### src/core/amc_pkg.sv
package amc_pkg;
   // Message type codes
   localparam logic [7:0] MT_AUTH_REQ = 8'h40;
   localparam logic [7:0] MT_AUTH_REPLY = 8'h41;
   // Element identifiers
   localparam logic [7:0] EI_CHALLENGE = 8'h0C;
   localparam logic [7:0] EI_RESPONSE = 8'h0D;
   localparam logic [7:0] EI_SEED = 8'h0E;
   localparam logic [7:0] EI_AUTH_TYPE = 8'h0A;
   // Element lengths in bytes (identifier and length octets included)
   localparam logic [7:0] LEN_CHALLENGE = 8'h0A;
   localparam logic [7:0] LEN_RESPONSE = 8'h06;
   localparam logic [7:0] LEN_SEED = 8'h0A;
   localparam logic [7:0] LEN_AUTH_TYPE = 8'h05;
   // Contents octets follow the identifier and length octets
   localparam logic [7:0] HDR_OCTETS = 8'h02;
   localparam logic [7:0] BODY_MAX = 8'h08;
   localparam int unsigned AT_BITS = 24;

   // Key-derivation inputs for one exchange
   typedef struct packed {
      logic [63:0] seed;
      logic [63:0] challenge;
      logic [31:0] response;
      logic [23:0] authType;
   } amc_keys_t;

   // One octet on the message stream
   typedef struct packed {
      logic valid;
      logic last;
      logic [7:0] data;
   } amc_octet_t;
endpackage

### src/core/auth_message_codec.sv
`timescale 1ns/10ps
`default_nettype none
module auth_message_codec
   import amc_pkg::*;
(
   input wire logic clk,
   input wire logic reset,
   input wire logic isFixed,
   input wire logic keyAlloc,
   input wire logic start,
   input wire amc_keys_t keys,
   input wire amc_octet_t rxIn,
   output amc_octet_t txOut,
   output logic [63:0] peerChallenge,
   output logic [31:0] peerResponse,
   output logic [23:0] peerAuthType,
   output logic authPass,
   output logic dropCall,
   output logic lengthError,
   output logic busy
);
   typedef enum logic [3:0] {
      S_IDLE = 4'b0001,
      S_SEND = 4'b0010,
      S_WAIT = 4'b0100,
      S_DONE = 4'b1000
   } amc_state_t;

   // Expected element length for an identifier, zero when unknown
   function automatic logic [7:0] elemLen(input logic [7:0] id);
      unique case (id)
         EI_CHALLENGE: elemLen = LEN_CHALLENGE;
         EI_RESPONSE: elemLen = LEN_RESPONSE;
         EI_SEED: elemLen = LEN_SEED;
         EI_AUTH_TYPE: elemLen = LEN_AUTH_TYPE;
         default: elemLen = 8'h00;
      endcase
   endfunction

   amc_state_t state_q, state_d;
   logic [7:0] txBuf_q [0:39];
   logic [7:0] txBuf_d [0:39];
   logic [5:0] txIdx_q, txIdx_d, txCnt_q, txCnt_d;
   amc_octet_t txOut_d;
   logic replyMode_q, replyMode_d;
   // Receive parser
   logic [1:0] rxPos_q, rxPos_d; // 0 type, 1 id, 2 length, 3 body
   logic [7:0] rxId_q, rxId_d, rxLen_q, rxLen_d, rxCnt_q, rxCnt_d;
   logic [63:0] rxShift_q, rxShift_d;
   logic [7:0] rxType_q, rxType_d;
   logic [63:0] peerChallenge_d;
   logic [31:0] peerResponse_d;
   logic [23:0] peerAuthType_d;
   logic authPass_d, dropCall_d, lengthError_d, busy_d;
   logic msgEnd;

   // Next-state logic for builder, parser and sequencer
   always_comb begin
      logic [5:0] n;
      n = 6'd0;
      state_d = state_q;
      txBuf_d = txBuf_q;
      txIdx_d = txIdx_q;
      txCnt_d = txCnt_q;
      replyMode_d = replyMode_q;
      txOut_d = '0;
      rxPos_d = rxPos_q;
      rxId_d = rxId_q;
      rxLen_d = rxLen_q;
      rxCnt_d = rxCnt_q;
      rxShift_d = rxShift_q;
      rxType_d = rxType_q;
      peerChallenge_d = peerChallenge;
      peerResponse_d = peerResponse;
      peerAuthType_d = peerAuthType;
      authPass_d = 1'b0;
      dropCall_d = 1'b0;
      lengthError_d = 1'b0;
      msgEnd = 1'b0;

      // Parse: type octet, then identifier/length/contents elements
      if (rxIn.valid) begin
         unique case (rxPos_q)
            2'd0: begin
               rxType_d = rxIn.data;
               rxPos_d = 2'd1;
            end
            2'd1: begin
               rxId_d = rxIn.data;
               rxPos_d = 2'd2;
            end
            2'd2: begin
               rxLen_d = rxIn.data;
               rxCnt_d = HDR_OCTETS;
               rxShift_d = '0;
               // Mismatched length on a known element is rejected
               if (elemLen(rxId_q) != 8'h00
                   && rxIn.data != elemLen(rxId_q)) begin
                  lengthError_d = 1'b1;
               end
               rxPos_d = (rxIn.data > HDR_OCTETS) ? 2'd3 : 2'd1;
            end
            default: begin
               rxShift_d = {rxShift_q[55:0], rxIn.data};
               rxCnt_d = rxCnt_q + 8'h01;
               if (rxCnt_q + 8'h01 >= rxLen_q) begin
                  rxPos_d = 2'd1;
                  // Unknown or mis-sized elements simply fall away
                  if (rxLen_q == elemLen(rxId_q)) begin
                     unique case (rxId_q)
                        EI_CHALLENGE: peerChallenge_d = rxShift_d;
                        EI_RESPONSE: peerResponse_d = rxShift_d[31:0];
                        EI_AUTH_TYPE: peerAuthType_d = rxShift_d[23:0];
                        default: ;
                     endcase
                  end
               end
            end
         endcase
         if (rxIn.last) begin
            rxPos_d = 2'd0;
            msgEnd = 1'b1;
         end
      end

      // Builder helpers write whole elements, MSB first
      unique case (state_q)
         S_IDLE: begin
            if (start) begin
               n = 6'd0;
               txBuf_d[n] = MT_AUTH_REQ;
               n = n + 6'd1;
               txBuf_d[n] = EI_AUTH_TYPE;
               txBuf_d[n + 6'd1] = LEN_AUTH_TYPE;
               for (int i = 0; i < 3; i++)
                  txBuf_d[n + 6'd2 + 6'(i)] = keys.authType[23 - 8*i -: 8];
               n = n + 6'(LEN_AUTH_TYPE);
               if (isFixed) begin
                  txBuf_d[n] = EI_SEED;
                  txBuf_d[n + 6'd1] = LEN_SEED;
                  for (int i = 0; i < 8; i++)
                     txBuf_d[n + 6'd2 + 6'(i)] = keys.seed[63 - 8*i -: 8];
                  n = n + 6'(LEN_SEED);
               end
               txBuf_d[n] = EI_CHALLENGE;
               txBuf_d[n + 6'd1] = LEN_CHALLENGE;
               for (int i = 0; i < 8; i++)
                  txBuf_d[n + 6'd2 + 6'(i)] = keys.challenge[63 - 8*i -: 8];
               n = n + 6'(LEN_CHALLENGE);
               if (!isFixed && keyAlloc) begin
                  txBuf_d[n] = EI_RESPONSE;
                  txBuf_d[n + 6'd1] = LEN_RESPONSE;
                  for (int i = 0; i < 4; i++)
                     txBuf_d[n + 6'd2 + 6'(i)] = keys.response[31 - 8*i -: 8];
                  n = n + 6'(LEN_RESPONSE);
               end
               txCnt_d = n;
               txIdx_d = 6'd0;
               replyMode_d = 1'b0;
               state_d = S_SEND;
            end else if (msgEnd && rxType_d == MT_AUTH_REQ) begin
               // Peer asked; answer with our response (and seed if fixed)
               n = 6'd0;
               txBuf_d[n] = MT_AUTH_REPLY;
               n = n + 6'd1;
               if (isFixed) begin
                  txBuf_d[n] = EI_SEED;
                  txBuf_d[n + 6'd1] = LEN_SEED;
                  for (int i = 0; i < 8; i++)
                     txBuf_d[n + 6'd2 + 6'(i)] = keys.seed[63 - 8*i -: 8];
                  n = n + 6'(LEN_SEED);
               end
               txBuf_d[n] = EI_RESPONSE;
               txBuf_d[n + 6'd1] = LEN_RESPONSE;
               for (int i = 0; i < 4; i++)
                  txBuf_d[n + 6'd2 + 6'(i)] = keys.response[31 - 8*i -: 8];
               n = n + 6'(LEN_RESPONSE);
               txCnt_d = n;
               txIdx_d = 6'd0;
               replyMode_d = 1'b1;
               state_d = S_SEND;
            end
         end
         S_SEND: begin
            txOut_d.valid = 1'b1;
            txOut_d.data = txBuf_q[txIdx_q];
            txOut_d.last = (txIdx_q + 6'd1 == txCnt_q);
            txIdx_d = txIdx_q + 6'd1;
            if (txIdx_q + 6'd1 == txCnt_q)
               state_d = replyMode_q ? S_IDLE : S_WAIT;
         end
         S_WAIT: begin
            // Compare returned response with the expected one
            if (msgEnd && rxType_d == MT_AUTH_REPLY) begin
               if (peerResponse_d == keys.response)
                  authPass_d = 1'b1;
               else
                  dropCall_d = 1'b1;
               state_d = S_DONE;
            end
         end
         default: state_d = S_IDLE;
      endcase
      busy_d = (state_d != S_IDLE);
   end

   // Register stage
   always_ff @(posedge clk) begin
      txBuf_q <= txBuf_d;
      rxShift_q <= rxShift_d;
      if (reset) begin
         state_q <= S_IDLE;
         txIdx_q <= '0;
         txCnt_q <= '0;
         replyMode_q <= 1'b0;
         txOut <= '0;
         rxPos_q <= '0;
         rxId_q <= '0;
         rxLen_q <= '0;
         rxCnt_q <= '0;
         rxType_q <= '0;
         peerChallenge <= '0;
         peerResponse <= '0;
         peerAuthType <= '0;
         authPass <= 1'b0;
         dropCall <= 1'b0;
         lengthError <= 1'b0;
         busy <= 1'b0;
      end else begin
         state_q <= state_d;
         txIdx_q <= txIdx_d;
         txCnt_q <= txCnt_d;
         replyMode_q <= replyMode_d;
         txOut <= txOut_d;
         rxPos_q <= rxPos_d;
         rxId_q <= rxId_d;
         rxLen_q <= rxLen_d;
         rxCnt_q <= rxCnt_d;
         rxType_q <= rxType_d;
         peerChallenge <= peerChallenge_d;
         peerResponse <= peerResponse_d;
         peerAuthType <= peerAuthType_d;
         authPass <= authPass_d;
         dropCall <= dropCall_d;
         lengthError <= lengthError_d;
         busy <= busy_d;
      end
   end

   // Checks on the outgoing stream, received length rejection and verdicts
   a_type_top_zero: assert property (@(posedge clk) disable iff (reset)
      (txOut.valid && $past(state_q) == S_SEND && $past(txIdx_q) == 6'd0)
      |-> !txOut.data[7]) else $error("type octet top bit set");
   a_type_code: assert property (@(posedge clk) disable iff (reset)
      (state_q == S_IDLE && start) ##1 1'b1 |=>
      txOut.valid && txOut.data == MT_AUTH_REQ)
      else $error("request type code wrong");
   a_first_elem: assert property (@(posedge clk) disable iff (reset)
      (state_q == S_IDLE && start) |-> ##3 txOut.data == EI_AUTH_TYPE
      ##1 txOut.data == LEN_AUTH_TYPE)
      else $error("auth type element not first");
   a_seed_fixed: assert property (@(posedge clk) disable iff (reset)
      (state_q == S_IDLE && start && isFixed) |-> ##8 txOut.data == EI_SEED
      ##1 txOut.data == LEN_SEED) else $error("seed missing");
   a_chal_msb: assert property (@(posedge clk) disable iff (reset)
      (state_q == S_IDLE && start && !isFixed) |-> ##8
      txOut.data == EI_CHALLENGE ##2 txOut.data == $past(keys.challenge[63:56], 10))
      else $error("challenge msb octet misplaced");
   a_pass_drop_excl: assert property (@(posedge clk) disable iff (reset)
      !(authPass && dropCall)) else $error("pass and drop together");
   a_drop_cause: assert property (@(posedge clk) disable iff (reset)
      dropCall |-> $past(state_q) == S_WAIT
      && $past(peerResponse_d) != $past(keys.response))
      else $error("drop without mismatch");
   a_len_reject: assert property (@(posedge clk) disable iff (reset)
      (rxIn.valid && rxPos_q == 2'd2 && rxId_q == EI_RESPONSE
      && rxIn.data != LEN_RESPONSE) |=> lengthError)
      else $error("bad length accepted");
endmodule
`default_nettype wire

### config.mk
export PLATFORM = sky130hd
export DESIGN_NAME = auth_message_codec
export DESIGN_NICKNAME = d
export VERILOG_FILES = /design/src/core/amc_pkg.sv /design/src/core/auth_message_codec.sv
export SDC_FILE = /design/constraint.sdc
export NUM_CORES = 1
export LEC_CHECK = 0
export BUFFER_PORTS_ARGS = -buffer_cell sky130_fd_sc_hd__buf_2
export CAP_MARGIN = 15
export CORE_AREA = 2 2 208 210
export CTS_CLUSTER_SIZE = 16
export DETAILED_ROUTE_END_ITERATION = 8
export DIE_AREA = 0 0 210 212
export PLACE_DENSITY_LB_ADDON = 0.05
export SLEW_MARGIN = 0
export SYNTH_ARGS = -nofsm -noshare
export SYNTH_HDL_FRONTEND = slang
export SYNTH_SLANG_ARGS = --single-unit
### constraint.sdc
create_clock -name clk -period 16.2 [get_ports clk]
set_input_delay 4.86 -clock clk [delete_from_list [all_inputs] [get_ports clk]]
set_output_delay 4.86 -clock clk [all_outputs]
set_load 0.05 [all_outputs]
==> impl_results.md <==
- Number of nets in the layout: 2,504
- Worst Path Required: 16.70 ns
- Worst skew pair latency: 0.61 ns
- Hold Path Class: reg2reg
- CTS Buf Count: 53
- Slowest CP cell: inv_1
- CTS resizes: 0
- Chip height: 212 um
- Worst rel slew slack: 28.2%
- Inst Count DP: 2,782
- # fillers: 3,434
- CP Capture Type: flop
- Flop2flop setup slack: 12.00 ns
- Overflow left after global routing: 0
- Crit path launch type: input pin
- Power Density: 110 mW/mm^2
- Number of global-route vias before repair: 16,515
- Top-area cell type share of the netlist area: 39.9%
- Total power: 2.95 mW
- Slew @ Worst Pin: 1.08 ns
- Critical path arrival: 8.09 ns
- Core Area: 0.0425 mm^2
- Final hold viol count: 0
- Crit Path Max Fanout: 24
- Predominant post-synthesis flop cell: edfxtp_1
- Final Cycle Share: 46.9%
- Post-Route Setup TNS: 0 ns
- Clock Tree Buf Depth: 3
- Initial DRC count: 2,014
- Fraction of registers with async set/reset: 0%
- Synth top area cells: edfxtp_1 40%, dfxtp_1 16%, mux2i_1 7.3%
- # setup viols final: 0
- Antenna violations before repair: 3
- Vias per cell: 5.94
- Area leader, netlist: edfxtp_1
- Finished Cell Area: 0.0269 mm^2
- Worst path max stage delay: 0.64 ns
- Outcome: finished, final reports clean
- Proportion of layout cells with a drive suffix above 1: 24.8%
- Die area: 0.0445 mm^2
- Ys Warns: 0
- Hold Startpoint: peerChallenge[58]
- FF+latch count, synth: 489
- Cells after Synth: 1,987
- DRT antenna net count: 0
- H-tree levels: 2
- Synthesized cell area: 0.0229 mm^2
- CP Cell Sequence: buf_2 -> nand2_1 -> nor3_1 -> nand3_1 -> a21oi_1 -> a21oi_1 -> nand2b_1 -> inv_1 -> buf_4 -> nor2_1 -> a311oi_1
- CP startpoint: rxIn[9]
- Drt total wl: 70.3 mm
- Placed Area: 0.0251 mm^2
- Post-synthesis cell type count: 59
- Finished Core Util: 63.3%
- CTS Hold Bufs: 0
- Hpwl dp: 48.7 mm
- Non-Filler Instances: 2,884
- # Post-CTS Setup Buffers: 0
- Reg2Reg Launch Point: rxCnt_q[2]
- Chip Width: 210 um
- PnR worst setup slack: 8.61 ns
- Clk root buf: clkbuf_16
- Input/output buffers: 332
- Clock skew: 0.0215 ns
- DRC viols: 0
- Avg Synthesized Cell Area: 11.5 um^2
- Routed vias: 17,119
- Period minus WS final: 7.59 ns
- CTS tree: built
- Top-count cell post-synth: edfxtp_1
- Synth cell count leaders: 305 x edfxtp_1, 231 x nand2_1, 220 x nor2_1
- Drt pass-1 iters: 5
- Seq/Total Area, Yosys: 56.0%
- RePlAce Congestion: 0.911
- Static leakage: 10.9 nW
- Initial Util: 53.9%
- # IOs: 333
- Cell mode on critical path: a21oi_1
- Wire per inst: 24.4 um
- Worst-path clk slew: 0.06 ns
- Max Slew Vio Count: 0
- Clk sinks: 489
- Max VDD drop: 70.1 uV
- Layout area overhead: 17.3%
- Min Hold Slack: 0.449 ns
- Global-route wire length before repair: 104 mm
- Total GRT Usage: 31.5%
- EDFF count, synth: 305
- RSZ-0062 raised after global routing: false
- Worst slack, placed: 8.03 ns
- Critical path class: in2reg
- MaxCap Viol Count: 0
- Largest net degree at the start of global routing: 93
- Maximum clock frequency: 132 MHz
- Row count: 76
-- sequential cells by signal (all words and copies together) (netlist names) --
register,flops
authPass,1
busy,1
dropCall,1
lengthError,1
peerAuthType,24
peerChallenge,64
peerResponse,32
rxCnt_q,8
rxId_q,8
rxLen_q,8
rxPos_q,2
rxShift_q,56
rxType_q,8
state_q,4
txBuf_q,249
txCnt_q,6
txIdx_q,6
txOut,10
-- area by class of cell --
type,instances,area (um^2),share of cell area (%)
inverter,35,134,0.498
sequential,489,12800,47.8
multi-input combinational,1354,9560,35.6
clock inverter,19,195,0.726
antenna,3,7.51,0.0279
timing repair buffer,358,1870,6.95
clock buffer,80,1590,5.93
tap,546,683,2.54
-- cells by family after synthesis --
| group | Yosys count | share of synthesized area, % |
|---|---|---|
| compound gates | 298 | 7.97 |
| xor+xnor | 54 | 2.06 |
| fa+ha+maj | 14 | 0.764 |
| buf+inv | 183 | 3.11 |
| flops | 489 | 56.0 |
| mux | 297 | 17.2 |
| other cells | 2 | 0.0328 |
| simple gates | 650 | 12.8 |
-- where the power goes --
part	total [mW]	switching, mW	leakage, nW	internal, mW
clock	1.24	0.501	0.877	0.741
sequential	1.43	0.0310	4.39	1.40
combinational	0.271	0.168	5.59	0.103
total	2.95	0.700	10.9	2.25
-- worst paths after layout --
kind / endpoint / depth (start not counted)
min reg2reg: peerChallenge[58] / 2
max reg2reg: dropCall / 14
min: peerChallenge[58] / 2
max: txCnt_q[2] / 11
-- critical path, delay by kind of cell --
family / cells / cell delay, ns
buf+inv: 3 / 1.45
compound gates: 3 / 0.63
simple gates: 5 / 1.14
-- layout by cell type (no fill, tap or decap), drive strengths merged, types with 34 or more instances in the layout --
cell type,instances
mux4,72
inv,34
nor2b,55
dfxtp,184
a22o,58
a21oi,145
mux2,56
conb,41
nor2,220
nand2,231
edfxtp,305
buf,358
clkbuf,80
mux2i,169
o21ai,53
-- per-layer routing --
| metal | global-route usage, % | wire length (um) | share of wire, % |
|---|---|---|---|
| met4 | 12.8 | 2740 | 3.9 |
| met5 | 0 | 0 | 0 |
| met3 | 6.48 | 6760 | 9.6 |
| met1 | 44.7 | 29500 | 42 |
| met2 | 47.8 | 31400 | 45 |
No activity file was read; power rests on OpenSTA's default activity.
